--- src/common/gwc_defs.vh ---
// gwc_defs.vh: constants for the gpio wakeup controller
// assumes a 100 MHz clock driving the controller logic
`ifndef GWC_DEFS_VH
`define GWC_DEFS_VH

`define GWC_NUM_LINES     37
`define GWC_DEB_W         6
`define GWC_DEB_MAX_MS    63
`define GWC_STABLE_PULSES 3
`define GWC_CLK_NS        10
`define GWC_TICK_NS       1000000
`define GWC_TICK_CYCLES   (`GWC_TICK_NS / `GWC_CLK_NS)
`define GWC_EDGE_MIN_XTAL_US 60
`define GWC_EDGE_MIN_RC_US   180

`endif

--- src/hdl/gwc_wakeup_ctrl.v ---
// gwc_wakeup_ctrl.v: gpio wakeup controller, debounce and edge paths
// assumes clk is the sleep clock; control bits are plain ports
//
// How it works
// - clocked sleep: trigger synchronised, stable three sleep pulses before interrupt
// - clockless sleep: raw trigger level, registered on clk, requests clock restart
// - all 37 input lines can be monitored
// - per-line polarity select xors each line before detection
// - debounce time programmable from 0 to 63 ms
// - debounced lines are ored and fed to the debounce counter
// - counter loads value, decrements per ms, fires if still active
// - edge-selected lines latch active edges into sticky status bits
// - interrupt asserted while any edge status bit is set
// - enable bit off or edge select off masks the interrupt
// - acknowledge write clears the pending debounce interrupt, unless it fires in the same cycle
// - edge clear write clears selected status bits
// - edge path inactive without clock; only levels restart clock
// - interrupt goes to the wake interrupt controller
`timescale 1ns/1ps
`include "gwc_defs.vh"

module gwc_wakeup_ctrl #(
   parameter N          = `GWC_NUM_LINES,
   parameter DW         = `GWC_DEB_W,
   parameter TICK_CYC   = `GWC_TICK_CYCLES
) (
   input  wire          clk,
   input  wire          reset_n,
   input  wire [N-1:0]  gpio_in,
   input  wire [N-1:0]  line_polarity_select,
   input  wire [N-1:0]  debounced_line_select,
   input  wire [N-1:0]  edge_line_select,
   input  wire          irq_enable,
   input  wire [DW-1:0] debounce_reload,
   input  wire          clockless_sleep,
   input  wire          interrupt_acknowledge,
   input  wire          edge_pending_clear_we,
   input  wire [N-1:0]  edge_pending_clear,
   output reg  [N-1:0]  edge_pending_status,
   output reg           wake_line_interrupt,
   output reg           clock_restart_req
);

   // ----------------------------------------------------------------
   // polarity and filtering
   // ----------------------------------------------------------------
   wire [N-1:0] act_raw;
   wire [N-1:0] act_stable;

   assign act_raw = gpio_in ^ line_polarity_select;

   gwc_line_filter #(
      .N      (N),
      .STABLE (`GWC_STABLE_PULSES)
   ) u_filter (
      .clk         (clk),
      .reset_n     (reset_n),
      .line_in     (act_raw),
      .line_stable (act_stable)
   );

   // ----------------------------------------------------------------
   // millisecond tick
   // ----------------------------------------------------------------
   localparam PW = 20;
   reg  [PW-1:0] pre_r;
   reg           tick_r;

   always @(posedge clk or negedge reset_n) begin
      if (!reset_n) begin
         pre_r  <= {PW{1'b0}};
         tick_r <= 1'b0;
      end else if (pre_r == TICK_CYC - 1) begin
         pre_r  <= {PW{1'b0}};
         tick_r <= 1'b1;
      end else begin
         pre_r  <= pre_r + {{(PW-1){1'b0}}, 1'b1};
         tick_r <= 1'b0;
      end
   end

   // ----------------------------------------------------------------
   // debounce path
   // ----------------------------------------------------------------
   localparam DS_IDLE = 2'd0;
   localparam DS_CNT  = 2'd1;
   localparam DS_WAIT = 2'd2;

   reg  [1:0]    ds_r;
   reg  [DW-1:0] deb_cnt_r;
   reg           deb_pend_r;
   wire          deb_or;
   wire          deb_fire;

   assign deb_or = |(act_stable & debounced_line_select);

   // fire at zero only while still active
   assign deb_fire = (ds_r == DS_CNT) & deb_or & (deb_cnt_r == {DW{1'b0}});

   always @(posedge clk or negedge reset_n) begin
      if (!reset_n) begin
         ds_r       <= DS_IDLE;
         deb_cnt_r  <= {DW{1'b0}};
         deb_pend_r <= 1'b0;
      end else begin
         case (ds_r)
            DS_IDLE: begin
               if (deb_or) begin
                  deb_cnt_r <= debounce_reload;
                  ds_r      <= DS_CNT;
               end
            end
            DS_CNT: begin
               // decrement per ms, fire if still active
               if (!deb_or) begin
                  ds_r <= DS_IDLE;
               end else if (deb_cnt_r == {DW{1'b0}}) begin
                  ds_r <= DS_WAIT;
               end else if (tick_r) begin
                  deb_cnt_r <= deb_cnt_r - {{(DW-1){1'b0}}, 1'b1};
               end
            end
            DS_WAIT: begin
               // re-arm only once the buttons release
               if (!deb_or) begin
                  ds_r <= DS_IDLE;
               end
            end
            default: begin
               ds_r <= DS_IDLE;
            end
         endcase
         if (deb_fire) begin
            deb_pend_r <= 1'b1;
         end else if (interrupt_acknowledge) begin
            deb_pend_r <= 1'b0;
         end
      end
   end

   // ----------------------------------------------------------------
   // edge capture path
   // ----------------------------------------------------------------
   reg  [N-1:0] prev_r;
   wire [N-1:0] rise;

   always @(posedge clk or negedge reset_n) begin
      if (!reset_n) begin
         prev_r <= {N{1'b0}};
      end else begin
         prev_r <= act_stable;
      end
   end

   // active edge only; reprogramming polarity can itself look like one
   assign rise = act_stable & ~prev_r & edge_line_select;

   // ----------------------------------------------------------------
   // edge status
   // ----------------------------------------------------------------
   wire [N-1:0] edge_pending_status_nxt;

   genvar g;
   generate
      for (g = 0; g < N; g = g + 1) begin : g_edge
         assign edge_pending_status_nxt[g] = rise[g] |
            (edge_pending_status[g] & ~(edge_pending_clear_we & edge_pending_clear[g]));
      end
   endgenerate

   always @(posedge clk or negedge reset_n) begin
      if (!reset_n) begin
         edge_pending_status <= {N{1'b0}};
      end else begin
         edge_pending_status <= edge_pending_status_nxt;
      end
   end

   // ----------------------------------------------------------------
   // wake interrupt
   // ----------------------------------------------------------------
   wire edge_any;
   wire irq_src;

   assign edge_any = |(edge_pending_status & edge_line_select);
   assign irq_src  = deb_pend_r | edge_any;

   always @(posedge clk or negedge reset_n) begin
      if (!reset_n) begin
         wake_line_interrupt <= 1'b0;
      end else begin
         wake_line_interrupt <= irq_enable & irq_src;
      end
   end

   // ----------------------------------------------------------------
   // clock restart
   // ----------------------------------------------------------------
   wire restart_src;

   // raw level: no clock to run the filter
   assign restart_src = |(act_raw & (debounced_line_select | edge_line_select));

   always @(posedge clk or negedge reset_n) begin
      if (!reset_n) begin
         clock_restart_req <= 1'b0;
      end else begin
         clock_restart_req <= clockless_sleep & restart_src;
      end
   end

endmodule // gwc_wakeup_ctrl

--- src/hdl/gwc_line_filter.v ---
// gwc_line_filter.v: per-line synchroniser and stability filter
// assumes line inputs change asynchronously relative to clk
`timescale 1ns/1ps
`include "gwc_defs.vh"

module gwc_line_filter #(
   parameter N      = `GWC_NUM_LINES,
   parameter STABLE = `GWC_STABLE_PULSES
) (
   input  wire         clk,
   input  wire         reset_n,
   input  wire [N-1:0] line_in,
   output wire [N-1:0] line_stable
);

   genvar g;
   generate
      for (g = 0; g < N; g = g + 1) begin : g_line
         reg       s1_r;
         reg       s2_r;
         reg [1:0] cnt_r;
         reg       out_r;
         always @(posedge clk or negedge reset_n) begin
            if (!reset_n) begin
               s1_r <= 1'b0;
               s2_r <= 1'b0;
            end else begin
               s1_r <= line_in[g];
               s2_r <= s1_r;
            end
         end
         always @(posedge clk or negedge reset_n) begin
            if (!reset_n) begin
               cnt_r <= 2'h0;
               out_r <= 1'b0;
            end else if (s2_r == out_r) begin
               cnt_r <= 2'h0;
            end else if (cnt_r == STABLE - 1) begin
               cnt_r <= 2'h0;
               out_r <= s2_r;
            end else begin
               cnt_r <= cnt_r + 2'h1;
            end
         end
         assign line_stable[g] = out_r;
      end
   endgenerate

endmodule // gwc_line_filter

--- config.mk ---
export PLATFORM = sky130hd
export DESIGN_NAME = gwc_wakeup_ctrl
export DESIGN_NICKNAME = d
export VERILOG_FILES = /design/src/hdl/gwc_wakeup_ctrl.v /design/src/hdl/gwc_line_filter.v
export VERILOG_INCLUDE_DIRS = /design/src /design/src/common
export SDC_FILE = /design/constraint.sdc
export NUM_CORES = 1
export LEC_CHECK = 0
export BUFFER_PORTS_ARGS = -buffer_cell sky130_fd_sc_hd__buf_2
export CORE_MARGIN = 4
export CORE_UTILIZATION = 30
export DETAILED_ROUTE_END_ITERATION = 16
export PLACE_DENSITY = 0.51
export SKIP_CTS_REPAIR_TIMING = 1
export SLEW_MARGIN = 20
export SYNTH_ARGS = -nofsm -noshare
export SYNTH_HDL_FRONTEND = slang
export SYNTH_SLANG_ARGS = --single-unit
--- constraint.sdc ---
create_clock -name clk -period 1.7 [get_ports clk]
set_input_delay 0.51 -clock clk [delete_from_list [all_inputs] [get_ports clk]]
set_output_delay 0.51 -clock clk [all_outputs]
set_load 0.05 [all_outputs]
# After elaboration in Yosys (flattened, before gate mapping)

Index checks and enable logic that the tools add are counted.

Flip-flop bits (word level): 291
Latch bits: 0
RAM bits: 0
Bits in read-only memories: 0
Input bits: 197
Output and inout bits: 39
Word-level logic and storage cells: 611
Memories: 0

$add $sub $neg: 39
Multiply operators: 0
Divide/modulo/power cells: 0
Magnitude comparators: 0
Equality and inequality tests: 83
Shifts and indexed selects: 0
Mux-type cells: 88
Bitwise gates (word level): 198
Reductions and logical operators: 46

Operators with widths:

| kind                  | number |
|---|---|
| $and 37x37->37        | 5 |
| $mux 2                | 78 |
| $reduce_or 37->1      | 3 |
| $and 1x1->1           | 78 |
| $eq 2x2->1 const B    | 38 |
| $add 2x1->2 const B   | 37 |
| $not 1->1             | 74 |
| $reduce_and 2->1      | 37 |
| $or 1x1->1            | 38 |
| $eq 1x1->1            | 37 |
| $not 37->37           | 1 |
| $or 37x37->37         | 1 |
| $xor 37x37->37        | 1 |
| $mux 6                | 4 |
| $add 20x1->20 const B | 1 |
| $eq 20x17->1 const B  | 1 |
| $mux 20               | 1 |
| $pmux 6 s2            | 1 |
| $ne 2x2->1 const B    | 5 |
| $logic_not 6->1       | 1 |
| $pmux 2 s3            | 1 |
| $sub 6x1->6 const B   | 1 |
| $reduce_and 5->1      | 1 |
| $reduce_bool 2->1     | 2 |
| other kinds (5)       | 7 |

# Depth between registers and ports, before layout

Gate-level depths: netlist of run 1.

Word-level depth: 5
Gate-level depth with buffers: 8
Depth with buffers taken out: 7

# Modules after synthesis

Synthesis of run 1 repeated with hierarchy kept, for this count alone.

Cells, all modules: 895
Area, all modules: 11737.5 sq um

By module, submodules not included:

| module          | times used | cells each | area an instance (sq um) | sequential area each (sq um) |
|---|---|---|---|---|
| gwc_line_filter | 1          | 407        | 6759.0                   | 4629.4 |
| gwc_wakeup_ctrl | 1          | 488        | 4978.5                   | 2652.5 |

# Least setup slack after synthesis of run 1

Ideal clock, no wire load.

Path type: input to register
From: input port debounced_line_select[1]
To: register deb_cnt_r[4]
Setup time: 0.121 ns
Arrival: 1.649 ns
Data required time: 1.579 ns
Slack: -0.070 ns
Stages: 7
Buffers on the path: 1
Path through: a22o_1 a221oi_2 and4_4 a21oi_4 and2_4 buf_6 a22o_1

Cells in the longest elaborated chain, start to end: 4
Elaborated cells on any way between the ends: 5
Classes of those cells: eq/ne: 2; bitwise: 1; reduce/logical: 2

Ends and longest elaborated chain:

| element                      | line                  | text |
|---|---|---|
| from (decl)                  | gwc_wakeup_ctrl.v:31  | `input wire [N-1:0] debounced_line_select,` |
| $and 37x37->37 *             | gwc_wakeup_ctrl.v:95  | `assign deb_or = \|(act_stable & debounced_line_select);` |
| $reduce_or 37->1 *           | gwc_wakeup_ctrl.v:95  |  |
| $ne 2x2->1 (no line)         | -                     |  |
| $reduce_and 5->1 (no line) * | -                     |  |
| to (signal assigned)         | gwc_wakeup_ctrl.v:103 | `deb_cnt_r <= {DW{1'b0}};` |
| to (signal assigned)         | gwc_wakeup_ctrl.v:109 | `deb_cnt_r <= debounce_reload;` |
| to (signal assigned)         | gwc_wakeup_ctrl.v:120 | `deb_cnt_r <= deb_cnt_r - {{(DW-1){1'b0}}, 1'b1};` |
| to (decl)                    | gwc_wakeup_ctrl.v:90  | `reg [DW-1:0] deb_cnt_r;` |

Mark *: on every way between the ends. The rest lies on a longest branch, timed or not.
A chain may end at the register's enable or synchronous reset.

# Final worst setup path of run 1

From: register u_filter.g_line[14].out_r
To: register deb_cnt_r[4]

Cells in the longest elaborated chain, start to end: 4
Elaborated cells on any way between the ends: 5
Classes of those cells: eq/ne: 2; bitwise: 1; reduce/logical: 2

Ends and longest elaborated chain:

| element                      | line                 | text |
|---|---|---|
| from (decl)                  | gwc_line_filter.v:22 | `reg out_r;` |
| from (signal assigned)       | gwc_line_filter.v:40 | `out_r <= s2_r;` |
| $and 37x37->37 *             | gwc_wakeup_ctrl.v:95 |  |
| $reduce_or 37->1 *           | gwc_wakeup_ctrl.v:95 |  |
| $ne 2x2->1 (no line)         | -                    |  |
| $reduce_and 5->1 (no line) * | -                    |  |

Marked as above.

==> results.json, run 1 <==
{
  "cp.required_ns": 2.08,
  "dr_wl_met2_um": 14860,
  "ys_seq_area_frac": 0.6577,
  "dpl.cell_count": 1696,
  "ys_types": 43,
  "path_clk_slew_ns": 0.06,
  "via_per_inst": 4.557,
  "drive_gt1_frac": 0.3834,
  "cts_tree": "yes",
  "min_path_type": "input port to flip-flop",
  "slew_headroom": 0.7202,
  "placed_area_um2": 13910,
  "fin_skew_ns": 0.01282,
  "drc": 0,
  "cts_sinks": 291,
  "fmax_ghz": 0.5574,
  "min_from": "gpio_in[24]",
  "utilization": 0.4206,
  "drt-pass1-iter-count": 4,
  "worstHoldEndpoint": "u_filter.g_line[24].s1_r",
  "fin_cells": 1760,
  "grt_first_pass_wirelength_um": 47930,
  "timing.final.ws_setup_ns": -0.09418,
  "tightest_slew_ns": 0.4154,
  "cap_violations": 0,
  "filler_cell_count": 3481,
  "initial_utilization": 0.3032,
  "antenna_found_initial": 3,
  "portBuffers": 235,
  "core_area_um2": 36520,
  "die_area_um2": 40040,
  "power_leakage_nw": 7.217,
  "topRoutingLayerUsed": "met5",
  "p_total_mw": 26.20,
  "worstHoldPathCells": 2,
  "path_class": "flip-flop to flip-flop",
  "clk_latency_ns": 0.50,
  "layout_min_cycle_time_ns": 1.794,
  "crit_path_end_kind": "flip-flop",
  "ys_top_cells_by_count": "291 x dfrtp_1, 94 x nand2_1, 59 x o21ai_0, 48 x xnor2_1, 43 x xor2_1",
  "root_buffer": "clkbuf_16",
  "cellPowerDensity_nw_per_um2": 1706,
  "r2r_start": "u_filter.g_line[14].out_r",
  "synth_edf_count": 0,
  "die_x_um": 200.1,
  "grt_use_total": 0.1514,
  "drv_slew": 0,
  "synth_area_um2": 11070,
  "wl_met1_um": 13600,
  "arrival_ns": 2.18,
  "die_h_um": 200.1,
  "reg2reg_depth": 7,
  "gr-total-overflow": 0,
  "dr_total_vias": 8020,
  "yosys.area.top_type_share": 0.6577,
  "place.gp.congestion": 0.7998,
  "failed_checks": "setup timing",
  "htreeDepth": 2,
  "synth.most_common_cell": "dfrtp_1",
  "drt_iter0_drc": 333,
  "ys_warn_count": 0,
  "wl_um": 30660,
  "ioPinCount": 236,
  "rsz0062_at_grt": "yes",
  "ant_nets": 0,
  "hpwl_um": 23830,
  "grt_start_max_net_pins": 56,
  "area_growth_pct": 38.75,
  "hold_viol": 0,
  "syn_nets": 1062,
  "wl_met3_um": 1483,
  "peakVddDrop_v": 0.0008540,
  "design_area_um2": 15360,
  "synthTopCellsByArea": "dfrtp_1 66%, mux2_2 3.9%, xnor2_1 3.8%",
  "setup.worst_path.start_class": "flip-flop",
  "grt_pass1_vias": 8490,
  "fin_nets": 1470,
  "period_share": 1.055,
  "crit_fanout": 5,
  "timing.hold.ws_ns": 0.2077,
  "std_cell_rows": 70,
  "async_flop_share": 1.000,
  "synthesis.instances": 862,
  "setup_viol": 7,
  "clockBufferDepth": 3,
  "ys.flop_type": "dfrtp_1",
  "ff2ff_setup_slack_ns": -0.09,
  "synth_seq_cells": 291,
  "syn_avg_cell_area_um2": 12.84,
  "r2r_end": "deb_cnt_r[4]",
  "wire_per_inst_um": 17.42,
  "numCtsBuffers": 34,
  "synth.largest_area_cell": "dfrtp_1",
  "status": "finished, violations left"
}
routing by layer:
| layer | up-vias | global-route usage |
|---|---|---|
| li1 | 3850 | - |
| met1 | 3927 | 0.2064 |
| met2 | 188 | 0.2485 |
| met3 | 51 | 0.03076 |
| met4 | 4 | 0.04106 |
| met5 | - | 0 |
metrics by stage:
| stage | setup TNS [ns] | setup slack [ns] |
|---|---|---|
| after CTS | -2.280 | -0.3169 |
| after floorplan | -0.06996 | -0.06996 |
| after global placement | -4.018 | -0.8263 |
| after detailed placement | -4.206 | -0.8299 |
| final | -0.3633 | -0.09418 |
| after global routing | -1.218 | -0.1470 |
where the power goes:
part / total [mW] / switching [mW] / leakage, nW / internal (mW)
clock: 7.06 / 2.77 / 0.536 / 4.29
sequential: 10.7 / 1.49 / 3.57 / 9.25
combinational: 8.41 / 4.40 / 3.11 / 4.00
worst max path at each step:
stage,depth (start not counted),endpoint,start,slack [ns]
after floorplan,7,deb_cnt_r[4],debounced_line_select[1],-0.07
after global placement,8,clock_restart_req,line_polarity_select[6],-0.83
after detailed placement,8,clock_restart_req,line_polarity_select[6],-0.83
after CTS,8,clock_restart_req,line_polarity_select[6],-0.32
after global routing,8,deb_cnt_r[0],u_filter.g_line[14].out_r,-0.15
final,7,deb_cnt_r[4],u_filter.g_line[14].out_r,-0.09
logic make-up (layout without fill, tap and decap cells):
kind of cell,after synthesis,count (layout),share of synthesized area
AOI/OAI and AO/OA,134,134,0.08430
xor gates and xnor gates,91,91,0.07199
adders and majority gates,3,3,0.003391
buffers and inverters,31,460,0.01209
DFF,291,291,0.6577
muxes,39,39,0.03955
other,0,1,0
and+or+nand+nor,273,273,0.1310
layout make-up:
| class | instances | area (um2) | share of cell area |
|---|---|---|---|
| multi-input combinational | 540 | 3772 | 0.2456 |
| antenna | 1 | 2.502 | 0.0001629 |
| timing repair buffer | 379 | 2550 | 0.1660 |
| sequential | 291 | 7283 | 0.4741 |
| inverter | 24 | 90.09 | 0.005864 |
| clock inverter | 10 | 107.6 | 0.007004 |
| clock buffer | 47 | 970.9 | 0.06320 |
| tap | 468 | 585.6 | 0.03812 |
cell usage in the layout (no fill, tap or decap), types with 16 or more instances in the layout:
master	synthesis	routed
buf_4	0	131
xor2_1	43	43
nor2b_1	28	28
a22oi_1	21	19
inv_1	24	24
clkbuf_4	0	18
dfrtp_1	291	290
clkbuf_16	0	35
nand4_1	16	16
nor3_1	41	39
buf_2	0	201
nand2_1	94	94
o21ai_0	59	59
nor3b_1	37	37
mux2_2	38	38
xnor2_1	48	48
a32o_1	20	20
critical path, cell delays in order, from the launching register on:
cell	delay, ns
dfrtp_1	0.40
a22oi_2	0.16
buf_4	0.14
nand4_1	0.24
nor3_4	0.28
a21oi_4	0.10
and2_4	0.17
a22o_1	0.20
state kept, by name (all words and copies together) (netlist names):
register / cells
u_filter.g_line.cnt_r: 74
edge_pending_status: 37
prev_r: 37
u_filter.g_line.out_r: 37
u_filter.g_line.s1_r: 37
u_filter.g_line.s2_r: 37
pre_r: 20
deb_cnt_r: 6
ds_r: 2
clock_restart_req: 1
deb_pend_r: 1
tick_r: 1
wake_line_interrupt: 1
Power figures use the tool's default switching activity.
==> inputs of run 2 (changes only) <==
- CORE_MARGIN: 4 -> default
- GPL_ROUTABILITY_DRIVEN: default -> 0
==> results.json, run 2 (same netlist as run 1, synthesis figures left out) <==
{
  "antenna_found_initial": 2,
  "p_total_mw": 26.08,
  "drt_iter0_drc": 276,
  "worstHoldPathCells": 2,
  "layout_min_cycle_time_ns": 1.791,
  "path_clk_slew_ns": 0.06,
  "period_share": 1.054,
  "dr_total_vias": 7981,
  "status": "finished, violations left",
  "min_from": "gpio_in[13]",
  "drv_slew": 0,
  "ioPinCount": 236,
  "setup.worst_path.start_class": "flip-flop",
  "setup_viol": 7,
  "final_cell_mix": "290 x dfrtp_1, 198 x buf_2, 136 x buf_4",
  "drc": 0,
  "area_growth_pct": 38.28,
  "fin_cells": 1750,
  "fin_skew_ns": 0.01579,
  "cap_violations": 0,
  "min_path_type": "input port to flip-flop",
  "std_cell_rows": 69,
  "reg2reg_depth": 6,
  "power_leakage_nw": 7.199,
  "initial_utilization": 0.3083,
  "fmax_ghz": 0.5583,
  "r2r_end": "deb_cnt_r[4]",
  "hpwl_um": 23130,
  "regMostFlops": "u_filter.g_line.cnt_r",
  "path_class": "flip-flop to flip-flop",
  "dpl.cell_count": 1685,
  "clockBufferDepth": 3,
  "via_per_inst": 4.561,
  "die_h_um": 194.1,
  "crit_fanout": 5,
  "tightest_slew_ns": 0.4643,
  "cellPowerDensity_nw_per_um2": 1704,
  "die_area_um2": 37680,
  "timing.hold.ws_ns": 0.1842,
  "die_x_um": 194.1,
  "fin_nets": 1466,
  "clk_latency_ns": 0.52,
  "htreeDepth": 2,
  "grt_use_total": 0.1617,
  "cts_tree": "yes",
  "grt_start_max_net_pins": 53,
  "filler_cell_count": 3397,
  "slew_headroom": 0.6872,
  "arrival_ns": 2.18,
  "wl_um": 29990,
  "drt-pass1-iter-count": 4,
  "setup_tns_ns": -0.2377,
  "hold_viol": 0,
  "largest_reg_flops": 74,
  "crit_path_end_kind": "flip-flop",
  "worstHoldEndpoint": "u_filter.g_line[13].s1_r",
  "drive_gt1_frac": 0.3843,
  "ff2ff_setup_slack_ns": -0.09,
  "peakVddDrop_v": 0.0006887,
  "cts_sinks": 291,
  "r2r_start": "u_filter.g_line[16].out_r",
  "grt_pass1_vias": 8262,
  "final_common_cell": "dfrtp_1",
  "cp.required_ns": 2.09,
  "ant_nets": 0,
  "portBuffers": 235,
  "rsz0062_at_grt": "yes",
  "wire_per_inst_um": 17.14,
  "root_buffer": "clkbuf_16",
  "core_area_um2": 35910,
  "numCtsBuffers": 34,
  "timing.final.ws_setup_ns": -0.09120,
  "failed_checks": "setup timing",
  "gr-total-overflow": 0,
  "grt_first_pass_wirelength_um": 46540
}
==> run 2: final cells by class <==
type,instances,area [um2],area share
timing repair buffer,375,2482,0.1621
tap,461,576.8,0.03768
clock inverter,9,98.84,0.006456
clock buffer,49,998.5,0.06522
multi-input combinational,540,3777,0.2467
inverter,24,90.09,0.005884
antenna,1,2.502,0.0001635
sequential,291,7283,0.4757
==> run 2: worst max-delay path: stages (launching register included) <==
cell and delay [ns]:
dfrtp_1 0.38, a22oi_1 0.28, nand4_1 0.26, nor3_4 0.26
a21oi_4 0.10, and2_4 0.17, a22o_1 0.21
==> run 2: through the flow <==
| stage | util | setup slack [ns] | area (um2) |
|---|---|---|---|
| 2_1_floorplan | - | -0.06996 | 11070 |
| 3_3_place_gp | 0.3859 | -0.7395 | 13860 |
| 3_5_place_dp | 0.3859 | -0.7281 | 13860 |
| 4_1_cts | 0.4165 | -0.2098 | 14960 |
| 5_1_grt | 0.4263 | -0.1565 | 15310 |
| 6_report | 0.4263 | -0.09120 | 15310 |
==> run 2: report_power, final <==
group	internal [mW]	switching [mW]
registers	9.25	1.49
clock network	4.24	2.84
logic	3.93	4.32
==> run 2: worst max path at each step <==
stage / to / start / slack (ns)
2_1_floorplan: deb_cnt_r[4] / debounced_line_select[1] / -0.07
3_3_place_gp: clock_restart_req / line_polarity_select[6] / -0.74
3_5_place_dp: clock_restart_req / line_polarity_select[6] / -0.73
4_1_cts: wake_line_interrupt / edge_pending_status[18] / -0.21
5_1_grt: deb_cnt_r[4] / u_filter.g_line[14].out_r / -0.16
6_report: deb_cnt_r[4] / u_filter.g_line[16].out_r / -0.09
==> run 2: per-layer routing <==
| metal | track usage | up-vias | wire, um |
|---|---|---|---|
| li1 | - | 3856 | - |
| met1 | 0.2113 | 3889 | 13440 |
| met2 | 0.2675 | 183 | 14500 |
| met3 | 0.03357 | 51 | 1284 |
| met4 | 0.05291 | 2 | 745 |
| met5 | 0 | - | 13 |
